**src/verilog/nvm_decoder_pkg.sv**
```systemverilog
// Constants shared by the flash and EEPROM instruction decoder
package nvm_decoder_pkg;
  localparam logic [11:0] ADDR_UNLOCK1 = 12'h555;
  localparam logic [11:0] ADDR_UNLOCK2 = 12'hAAA;
  localparam logic [7:0] CODE_UNLOCK1 = 8'hAA;
  localparam logic [7:0] CODE_UNLOCK2 = 8'h55;
  localparam logic [7:0] CODE_PROGRAM = 8'hA0;
  localparam logic [7:0] CODE_ERASE_SETUP = 8'h80;
  localparam logic [7:0] CODE_SECTOR_ERASE = 8'h30;
  localparam logic [7:0] CODE_CHIP_ERASE = 8'h10;
  localparam logic [7:0] CODE_SUSPEND = 8'hB0;
  localparam logic [7:0] CODE_READ_ID = 8'h90;
  localparam logic [7:0] CODE_PROTECT_OFF = 8'h20;
  localparam logic [7:0] CODE_RETURN = 8'hF0;
  localparam logic [2:0] SEL_IDENT = 3'h1;
  localparam logic [2:0] SEL_PROTECT = 3'h2;
  localparam logic [5:0] OTP_LAST = 6'h3F;
  localparam logic [6:0] BURST_MAX = 7'h40;
  // Clock rate and documented times
  localparam int CLK_HZ = 25000000;
  localparam int TIMEOUT_US = 80;
  localparam int LOCKOUT_MS = 5;
  localparam int TIMEOUT_CYC = TIMEOUT_US * (CLK_HZ / 1000000);
  localparam int LOCKOUT_CYC = LOCKOUT_MS * (CLK_HZ / 1000);
  localparam int OP_CYC = 16;
  localparam logic [7:0] ZERO_BYTE = 8'h00;
  localparam logic [7:0] ONE_BYTE = 8'h01;
endpackage : nvm_decoder_pkg

```
**src/verilog/nvm_instruction_decoder.sv**
```systemverilog
// Instruction sequence decoder for the main flash and secondary EEPROM
// Contract
// Outside sequences reads act as ROM; EEPROM writes store when unprotected.
// Sequence bytes are decoded, not written; start only after full count.
// Execute only if every inter-byte gap beats the time-out. Mode bytes 30, 90, A0 and 20 skip it and still act on the cycle it expires.
// Flash bad byte or time-out aborts to read mode.
// EEPROM bad byte or time-out becomes one plain write.
// A15-A12 ignored; flash needs flash select, EEPROM needs EEPROM select.
// Program: AA@555, 55@AAA, A0@555, data at target.
// Sector erase: unlock, 80, unlock, 30 at sector; more 30s append.
// Host adds further sectors within the window after the last one.
// Chip erase: unlock, 80, unlock, 10 at 555.
// B0 suspends sector erase, 30 resumes it.
// Unlock, 90 then reads give identifier or protection by A6,A1,A0.
// EEPROM unlock, 90 opens OTP row reading of consecutive bytes.
// EEPROM unlock, 30 enters power-down.
// EEPROM unlock, A0 enables protect and writes following bytes.
// EEPROM unlock, 80, unlock, 20 disables protect.
// EEPROM unlock, B0 writes OTP row, only while unprotected.
// F0 on EEPROM ends OTP read or power-down.
// Flash returns to read on unlock plus F0 or single F0.
// After error or ID read flash stays out of read until reset.
// Host avoids instructions on memory it executes from.
// Device gives status readback and ready/busy output. The code gives ready/busy only; RDATA carries no status.
// EEPROM write event accepts one to 64 bytes.
// Ready/busy low while writing or erasing, high otherwise.
// Reset to read mode; EEPROM writes blocked during lockout.
// Time-out counter restarts per byte and applies abort on expiry.
module nvm_instruction_decoder
  import nvm_decoder_pkg::*;
#(
  parameter int TIMEOUT_CYCLES = TIMEOUT_CYC,
  parameter int LOCKOUT_CYCLES = LOCKOUT_CYC
)(
  input wire logic REF_CLK,
  input wire logic RST,
  input wire logic WR_STROBE,
  input wire logic RD_STROBE,
  input wire logic [15:0] ADDR,
  input wire logic [7:0] WDATA,
  input wire logic FLASH_SECTOR_SELECT,
  input wire logic EEPROM_SECTOR_SELECT,
  input wire logic ALGORITHM_ERROR_FLAG,
  input wire logic SECTOR_PROTECTED,
  input wire logic [7:0] FLASH_ID,
  output logic [7:0] RDATA,
  output logic RDATA_VALID,
  output logic SOURCE_ARRAY,
  output logic EEPROM_WRITE_STROBE,
  output logic OTP_WRITE_STROBE,
  output logic [15:0] WRITE_ADDR,
  output logic [7:0] WRITE_DATA,
  output logic FLASH_PROGRAM_START,
  output logic SECTOR_ERASE_ADD,
  output logic CHIP_ERASE_START,
  output logic ERASE_SUSPENDED,
  output logic EEPROM_WRITE_PROTECT_MODE,
  output logic EEPROM_POWER_DOWN,
  output logic OTP_READ_MODE,
  output logic [5:0] OTP_INDEX,
  output logic READY_BUSY_OUTPUT
);

  // ---------------------------------------------------------------
  // Sequence states
  // ---------------------------------------------------------------
  typedef enum {S_IDLE, S_U1, S_U2, S_PROG, S_E80, S_E_U1, S_E_U2, S_ERASING,
                S_EE_BURST, S_OTP_WR} seq_t;
  seq_t state_reg, state_next;
  logic target_flash_reg; // Which memory the sequence addresses
  logic [31:0] gap_reg; // Cycles since last flash or EEPROM write
  logic [31:0] lock_reg; // Power-up lockout count
  logic [31:0] busy_reg; // Embedded algorithm busy count
  logic [6:0] burst_reg; // EEPROM write event byte count
  logic flash_ident_reg; // Flash in identifier/protection read mode
  logic flash_error_reg; // Error seen; flash waits for reset
  logic protect_reg, pdown_reg, otp_rd_reg, suspend_reg;
  logic [5:0] otp_idx_reg;

  function automatic logic is_cmd(input logic [15:0] a, input logic [7:0] d,
                                  input logic [11:0] ca, input logic [7:0] cd);
    is_cmd = (a[11:0] == ca) && (d == cd); // Upper nibble is don't care
  endfunction

  // Command byte of a short instruction, written to the first unlock address
  function automatic logic is_third(input seq_t st, input logic [15:0] a, input logic [7:0] d,
                                    input logic [7:0] cd);
    is_third = (st == S_U2) && is_cmd(a, d, ADDR_UNLOCK1, cd);
  endfunction

  // ---------------------------------------------------------------
  // Decode of the current write
  // ---------------------------------------------------------------
  wire fl_wr = WR_STROBE && FLASH_SECTOR_SELECT;
  wire ee_wr = WR_STROBE && EEPROM_SECTOR_SELECT && !FLASH_SECTOR_SELECT;
  wire any_wr = fl_wr || ee_wr;
  wire timed_out = (state_reg != S_IDLE) && (gap_reg >= 32'(TIMEOUT_CYCLES));
  wire locked = (lock_reg < 32'(LOCKOUT_CYCLES));
  wire busy = (busy_reg != 32'h0) || (state_reg == S_ERASING);
  wire w_u1 = is_cmd(ADDR, WDATA, ADDR_UNLOCK1, CODE_UNLOCK1);
  wire w_u2 = is_cmd(ADDR, WDATA, ADDR_UNLOCK2, CODE_UNLOCK2);
  wire w_at555 = (ADDR[11:0] == ADDR_UNLOCK1);
  wire ee_plain = ee_wr && !protect_reg && !pdown_reg && !otp_rd_reg && !locked;

  // ---------------------------------------------------------------
  // Sequence decode
  // ---------------------------------------------------------------
  // A running erase keeps its state for further sectors and for suspend or resume
  wire erase_keep = (WDATA == CODE_SECTOR_ERASE) || (WDATA == CODE_SUSPEND);
  logic abort_ee; // EEPROM offending byte as plain write
  always_comb
  begin
    state_next = state_reg;
    abort_ee = 1'b0;
    // An expired time-out with no write ends any sequence or write event; a running erase ignores it
    if (timed_out && !any_wr && state_reg != S_ERASING)
    begin
      state_next = S_IDLE;
    end
    else if (any_wr)
    begin
      unique case (state_reg)
        S_IDLE:
          state_next = w_u1 ? S_U1 : S_IDLE;
        S_U1:
          state_next = w_u2 ? S_U2 : S_IDLE;
        S_U2:
          if (target_flash_reg && WDATA == CODE_PROGRAM && w_at555)
            state_next = S_PROG;
          else if (WDATA == CODE_ERASE_SETUP && w_at555)
            state_next = S_E80;
          else if (!target_flash_reg && WDATA == CODE_PROGRAM && w_at555)
            state_next = S_EE_BURST;
          else if (!target_flash_reg && WDATA == CODE_SUSPEND && w_at555 && !protect_reg)
            state_next = S_OTP_WR;
          else
            state_next = S_IDLE;
        S_PROG:
          state_next = S_IDLE;
        S_E80:
          state_next = w_u1 ? S_E_U1 : S_IDLE;
        S_E_U1:
          state_next = w_u2 ? S_E_U2 : S_IDLE;
        S_E_U2:
          if (target_flash_reg && WDATA == CODE_SECTOR_ERASE)
            state_next = S_ERASING;
          else
            state_next = S_IDLE;
        S_ERASING:
          state_next = erase_keep ? S_ERASING : S_IDLE;
        S_EE_BURST, S_OTP_WR:
          state_next = (burst_reg + 7'h1 >= BURST_MAX) ? S_IDLE : state_reg;
      endcase
      // Bad byte or late byte on EEPROM falls back to a plain write
      if (!target_flash_reg && state_reg != S_IDLE && state_reg != S_EE_BURST
          && state_reg != S_OTP_WR && (timed_out || state_next == S_IDLE)
          && !(state_reg == S_U2 && WDATA == CODE_SECTOR_ERASE && w_at555)
          && !(state_reg == S_U2 && WDATA == CODE_READ_ID && w_at555)
          && !(state_reg == S_E_U2 && WDATA == CODE_PROTECT_OFF && w_at555))
        abort_ee = 1'b1;
      if (timed_out && state_reg != S_ERASING)
        state_next = w_u1 ? S_U1 : S_IDLE;
    end
  end

  // ---------------------------------------------------------------
  // Sequencer registers
  // ---------------------------------------------------------------
  always_ff @(posedge REF_CLK)
  begin
    if (RST)
    begin
      state_reg <= S_IDLE;
      target_flash_reg <= 1'b0;
      gap_reg <= 32'h0;
      burst_reg <= 7'h0;
    end
    else
    begin
      state_reg <= state_next;
      if (any_wr && state_reg == S_IDLE)
        target_flash_reg <= fl_wr;
      gap_reg <= any_wr ? 32'h0 : (timed_out ? gap_reg : gap_reg + 32'h1);
      if (any_wr && (state_reg == S_EE_BURST || state_reg == S_OTP_WR))
        burst_reg <= burst_reg + 7'h1;
      else if (state_next != S_EE_BURST && state_next != S_OTP_WR)
        burst_reg <= 7'h0;
    end
  end

  // ---------------------------------------------------------------
  // Mode flags: protect, power-down, OTP read, identifier, error, suspend
  // ---------------------------------------------------------------
  wire set_protect = ee_wr && state_reg == S_U2 && WDATA == CODE_PROGRAM && w_at555;
  wire clr_protect = ee_wr && state_reg == S_E_U2 && WDATA == CODE_PROTECT_OFF && w_at555;
  wire flash_reset = fl_wr && WDATA == CODE_RETURN
                     && (state_reg == S_IDLE || state_reg == S_U2);
  wire ee_return = ee_wr && WDATA == CODE_RETURN && state_reg == S_IDLE;
  // Short instructions that switch a read or power mode on
  wire set_pdown = ee_wr && is_third(state_reg, ADDR, WDATA, CODE_SECTOR_ERASE);
  wire set_otp_rd = ee_wr && is_third(state_reg, ADDR, WDATA, CODE_READ_ID);
  wire set_ident = fl_wr && is_third(state_reg, ADDR, WDATA, CODE_READ_ID);
  // OTP reads walk the row from the address read, stopping at its last byte
  wire otp_step = RD_STROBE && EEPROM_SECTOR_SELECT && otp_rd_reg;
  wire [5:0] otp_next = (ADDR[5:0] == OTP_LAST) ? OTP_LAST : ADDR[5:0] + 6'h1;
  // Suspend only means something while a sector erase runs; leaving erase drops it
  wire set_suspend = fl_wr && state_reg == S_ERASING && WDATA == CODE_SUSPEND;
  wire clr_suspend = (fl_wr && suspend_reg && WDATA == CODE_SECTOR_ERASE)
                     || (state_reg != S_ERASING);

  // Flag registers; every set wins over a clear in the same cycle
  always_ff @(posedge REF_CLK)
  begin
    if (RST)
    begin
      protect_reg <= 1'b0;
      pdown_reg <= 1'b0;
      otp_rd_reg <= 1'b0;
      otp_idx_reg <= 6'h0;
      flash_ident_reg <= 1'b0;
      flash_error_reg <= 1'b0;
      suspend_reg <= 1'b0;
    end
    else
    begin
      if (set_protect)
        protect_reg <= 1'b1;
      else if (clr_protect)
        protect_reg <= 1'b0;
      if (set_pdown)
        pdown_reg <= 1'b1;
      else if (ee_return)
        pdown_reg <= 1'b0;
      if (set_otp_rd)
        otp_rd_reg <= 1'b1;
      else if (ee_return)
        otp_rd_reg <= 1'b0;
      if (ee_return)
        otp_idx_reg <= 6'h0;
      else if (otp_step)
        otp_idx_reg <= otp_next;
      if (ALGORITHM_ERROR_FLAG)
        flash_error_reg <= 1'b1;
      else if (flash_reset)
        flash_error_reg <= 1'b0;
      if (set_ident)
        flash_ident_reg <= 1'b1;
      else if (flash_reset)
        flash_ident_reg <= 1'b0;
      if (set_suspend)
        suspend_reg <= 1'b1;
      else if (clr_suspend)
        suspend_reg <= 1'b0;
    end
  end

  // ---------------------------------------------------------------
  // Launch pulses, write path and busy timing
  // ---------------------------------------------------------------
  wire launch_prog = fl_wr && state_reg == S_PROG && !timed_out;
  wire launch_sector = fl_wr && WDATA == CODE_SECTOR_ERASE && !timed_out
                       && !suspend_reg
                       && (state_reg == S_E_U2 || state_reg == S_ERASING);
  wire launch_chip = fl_wr && state_reg == S_E_U2 && WDATA == CODE_CHIP_ERASE
                     && w_at555 && !timed_out;
  wire ee_seq_wr = ee_wr && !locked && !timed_out && !pdown_reg
                   && (state_reg == S_EE_BURST || state_reg == S_OTP_WR);
  wire ee_store = ee_seq_wr && state_reg == S_EE_BURST
                  || (ee_plain && (state_reg == S_IDLE && !w_u1 || abort_ee));
  wire otp_store = ee_seq_wr && state_reg == S_OTP_WR;
  // Any launch or store pulls ready low at once
  wire op_start = launch_prog || launch_chip || launch_sector || ee_store || otp_store;
  always_ff @(posedge REF_CLK)
  begin
    if (RST)
    begin
      lock_reg <= 32'h0;
      busy_reg <= 32'h0;
      EEPROM_WRITE_STROBE <= 1'b0;
      OTP_WRITE_STROBE <= 1'b0;
      FLASH_PROGRAM_START <= 1'b0;
      SECTOR_ERASE_ADD <= 1'b0;
      CHIP_ERASE_START <= 1'b0;
      WRITE_ADDR <= 16'h0;
      WRITE_DATA <= 8'h0;
      READY_BUSY_OUTPUT <= 1'b1;
    end
    else
    begin
      lock_reg <= locked ? lock_reg + 32'h1 : lock_reg;
      if (launch_prog || launch_chip || ee_store || otp_store)
        busy_reg <= 32'(OP_CYC);
      else if (busy_reg != 32'h0)
        busy_reg <= busy_reg - 32'h1;
      EEPROM_WRITE_STROBE <= ee_store;
      OTP_WRITE_STROBE <= otp_store;
      FLASH_PROGRAM_START <= launch_prog && !SECTOR_PROTECTED;
      SECTOR_ERASE_ADD <= launch_sector;
      CHIP_ERASE_START <= launch_chip;
      if (any_wr)
      begin
        WRITE_ADDR <= ADDR;
        WRITE_DATA <= WDATA;
      end
      READY_BUSY_OUTPUT <= !(busy || op_start) || suspend_reg;
    end
  end

  // ---------------------------------------------------------------
  // Read path: array, identifier or protection
  // ---------------------------------------------------------------
  wire [2:0] id_sel = {ADDR[6], ADDR[1], ADDR[0]};
  wire fl_rd = RD_STROBE && FLASH_SECTOR_SELECT;
  wire ee_rd = RD_STROBE && EEPROM_SECTOR_SELECT && !FLASH_SECTOR_SELECT;
  wire rd_ident = fl_rd && flash_ident_reg && id_sel == SEL_IDENT;
  wire rd_prot = fl_rd && flash_ident_reg && id_sel == SEL_PROTECT;
  // Answer byte and the array-read flag, settled before the register stage
  wire [7:0] prot_byte = SECTOR_PROTECTED ? ONE_BYTE : ZERO_BYTE;
  wire [7:0] rd_byte = rd_ident ? FLASH_ID : (rd_prot ? prot_byte : ZERO_BYTE);
  wire array_rd = (fl_rd && !flash_ident_reg && !flash_error_reg)
                  || (ee_rd && !pdown_reg && !otp_rd_reg);
  always_ff @(posedge REF_CLK)
  begin
    if (RST)
    begin
      RDATA <= 8'h0;
      RDATA_VALID <= 1'b0;
      SOURCE_ARRAY <= 1'b0;
    end
    else
    begin
      RDATA <= rd_byte;
      RDATA_VALID <= rd_ident || rd_prot;
      SOURCE_ARRAY <= array_rd;
    end
  end

  assign ERASE_SUSPENDED = suspend_reg;
  assign EEPROM_WRITE_PROTECT_MODE = protect_reg;
  assign EEPROM_POWER_DOWN = pdown_reg;
  assign OTP_READ_MODE = otp_rd_reg;
  assign OTP_INDEX = otp_idx_reg;

endmodule // nvm_instruction_decoder

```
**config.mk**
```make
export PLATFORM = sky130hd
export DESIGN_NAME = nvm_instruction_decoder
export DESIGN_NICKNAME = d
export VERILOG_FILES = /design/src/verilog/nvm_decoder_pkg.sv /design/src/verilog/nvm_instruction_decoder.sv
export SDC_FILE = /design/constraint.sdc
export NUM_CORES = 1
export LEC_CHECK = 0
export BUFFER_PORTS_ARGS = -buffer_cell sky130_fd_sc_hd__buf_2
export CORE_MARGIN = 2
export CORE_UTILIZATION = 30
export DETAILED_ROUTE_END_ITERATION = 8
export GPL_TIMING_DRIVEN = 0
export PLACE_DENSITY = 0.52
export SYNTH_ARGS = -nofsm -noshare
export SYNTH_HDL_FRONTEND = slang
export SYNTH_SLANG_ARGS = --single-unit
```
**constraint.sdc**
```tcl
create_clock -name REF_CLK -period 5.1 [get_ports REF_CLK]
set_input_delay 0.255 -clock REF_CLK [delete_from_list [all_inputs] [get_ports REF_CLK]]
set_output_delay 0.255 -clock REF_CLK [all_outputs]
set_load 0.05 [all_outputs]
```
==> run metrics <==
Worst Max-Slew Pin Slew=980 ps; Std-Cell Rows=60; cell internal pwr=0.00274 W; minimum clock period=3430 ps; critical path class=reg2reg; GPL Wtd Cong=0.833; Worst-path clk slew=70 ps; Max Cap Viol=0; Net Switching=0.00116 W; Fmax=291 MHz; setup violation total in the final timing report=0; Post-Syn Area per Cell=8.71 um^2; endpoints failing hold=0; layout cells sized above 1=14.4%; GRT overflow=0; Post-DRT Antenna Nets=0; Antenna diodes=0; Finished Layout Cells=1,402; DIE AREA=0.0288 mm^2; Pre-Repair DR Iteration Count=7; Peak VDD IR=0.220 mV; Primary FF master, synth=dfxtp_1; Net Sw Frac=29.6%; Synth top area share=45.8%; Total Routed Length=19,700 um; wire length per cell=14.1 um; Area growth syn-to-layout=18.2%; Leak=3.73 nW; TritonCTS clock tree=built; Post-Place Cell Area=0.00908 mm^2; slew margin rel.=34.1%; status=finished clean; fin. max-slew vios=0; # DRC=0; GRT Resource Usage Total=13.9%; CTS Sinks=188; largest net degree at the start of global routing=17; post-synth top area cell=dfxtp_1; hold path startpoint=SECTOR_PROTECTED; critical path peak fanout=10; die extent in x=170 um; Post-CTS Setup Inserts=0; Initial Util=30.5%; htree depth=4; Setup Skew=9.57 ps; clock share of power=36.9%; Synth Register Bits=188; PwrDens=401 mW/mm^2; Cells after Synth=944; Comb pwr share=20.6%; nets=1,096; first-pass GRT wire length=32,400 um; cts repair resizes=0; Synth warnings=0; Seq/Total Area, Yosys=45.8%; total CTS buffers=17; IO Pins=90; hold_buf cts=0; vias in the first global route=6,438; FF-to-FF Start=state_reg[2]; CTS root buffer=clkbuf_16; worst hold path class=in2reg; ys async rst share=0%; RSZ-0062 raised after global routing=no; Critical Path AT=3810 ps; placed insts=1,370; initial DRC count=311; CP Launch Type=flip-flop; Port Buf Inserts=85; mapped cell area=0.00822 mm^2; clock latency on the worst-skew pair=430 ps; DR vias/cell=4.85; final period utilization=67.3%; Distinct cells, synth=73; Sequential Power Share=42.5%; CP Data Required Time=5470 ps; top post-synthesis cells by area=dfxtp_1 (46%), nor2_1 (5.9%), nand2_1 (4.6%); Critical Path Source=state_reg[2]; Die Y=170 um; Crit. End Element=flip-flop; core area=0.0270 mm^2; final instance area=0.00972 mm^2; initial antenna violation count=0; CTS Buffer Depth=2; Fin Setup TNS=0 ps; commonest non-fill, non-tap cell in the layout=dfxtp_1; post-synth net total=992; vias=6,797; Post-synth EDFFs=0; post-DP HPWL=14,000 um; commonest non-fill, non-tap cells in the layout=dfxtp_1 (188), nor2_1 (129), nand2_1 (101)
final timing paths:
path,to,slack (ps),depth (start not counted)
worst min-delay path,FLASH_PROGRAM_START,40,2
worst max register to register,state_reg[23],1670,9
worst min register to register,WRITE_ADDR[6],450,2
worst max-delay path,state_reg[23],1670,9
metal layers:
metal  GRT usage, %  wire (um)
met3           2.64        678
met5              0          0
met1           18.5       9780
met4           4.65        228
met2           22.5       9020
per-stage QoR:
step / total power, W / utilization, % / hold WS [ps] / setup slack, ps
floorplan: 0.00233 / - / 331 / 2610
global placement: 0.00249 / 33.7 / 441 / 1770
detailed placement: 0.00250 / 33.7 / 444 / 1770
CTS: 0.00395 / 36.1 / 22.3 / 1750
global route: 0.00413 / 36.1 / 17.2 / 1460
finish: 0.00390 / 36.1 / 39.7 / 1670
worst max-delay path, stage by stage, from the launching register on:
cell and delay, ps:
dfxtp_1 290, buf_2 190, nor4_1 760, nor3b_2 450, or2_2 170, clkbuf_1 260, a21oi_1 230, nor3_2 510
clkbuf_1 320, and2_1 180
cells by family after synthesis:
group                    synth area share (%)
multiplexers                            0.243
AO/OA/AOI/OAI                            8.11
buffers and inverters                    2.95
adder cells (fa/ha/maj)                  1.22
flip-flops                               45.8
AND/OR/NAND/NOR                          33.8
XOR/XNOR                                 7.88
synth_stat cells (all sizes together) (7+ instances only):
library cell and count:
nand4 29, inv 12, nor3 28, nor2 130
nor4 30, or3 17, clkbuf 32, nand2b 13
dfxtp 188, or4 8, nand3 36, nand2 101
a21oi 50, xnor2 31, a31oi 7, nor4bb 7
and2 32, ha 8, nor2b 20, and3 21
xor2 43, buf 13, a211oi 9, o21ai 12
cell type report:
type	count	area, um^2
Fill cell	2803	17200
Sequential cell	188	3760
Clock buffer	20	457
Clock inverter	12	184
Buffer	45	198
Timing Repair Buffer	85	425
Inverter	12	45.0
Tap cell	341	427
Multi-Input combinational cell	699	4220
power groups by stage:
| stage | registers (W) | clock network [W] | logic (W) |
|---|---|---|---|
| 2_1_floorplan | 0.00172 | 0 | 0.000608 |
| 3_3_place_gp | 0.00169 | 0 | 0.000801 |
| 3_5_place_dp | 0.00169 | 0 | 0.000807 |
| 4_1_cts | 0.00166 | 0.00148 | 0.000817 |
| 5_1_grt | 0.00167 | 0.00155 | 0.000910 |
| 6_report | 0.00166 | 0.00144 | 0.000805 |
(Power assumes the default switching activity.)
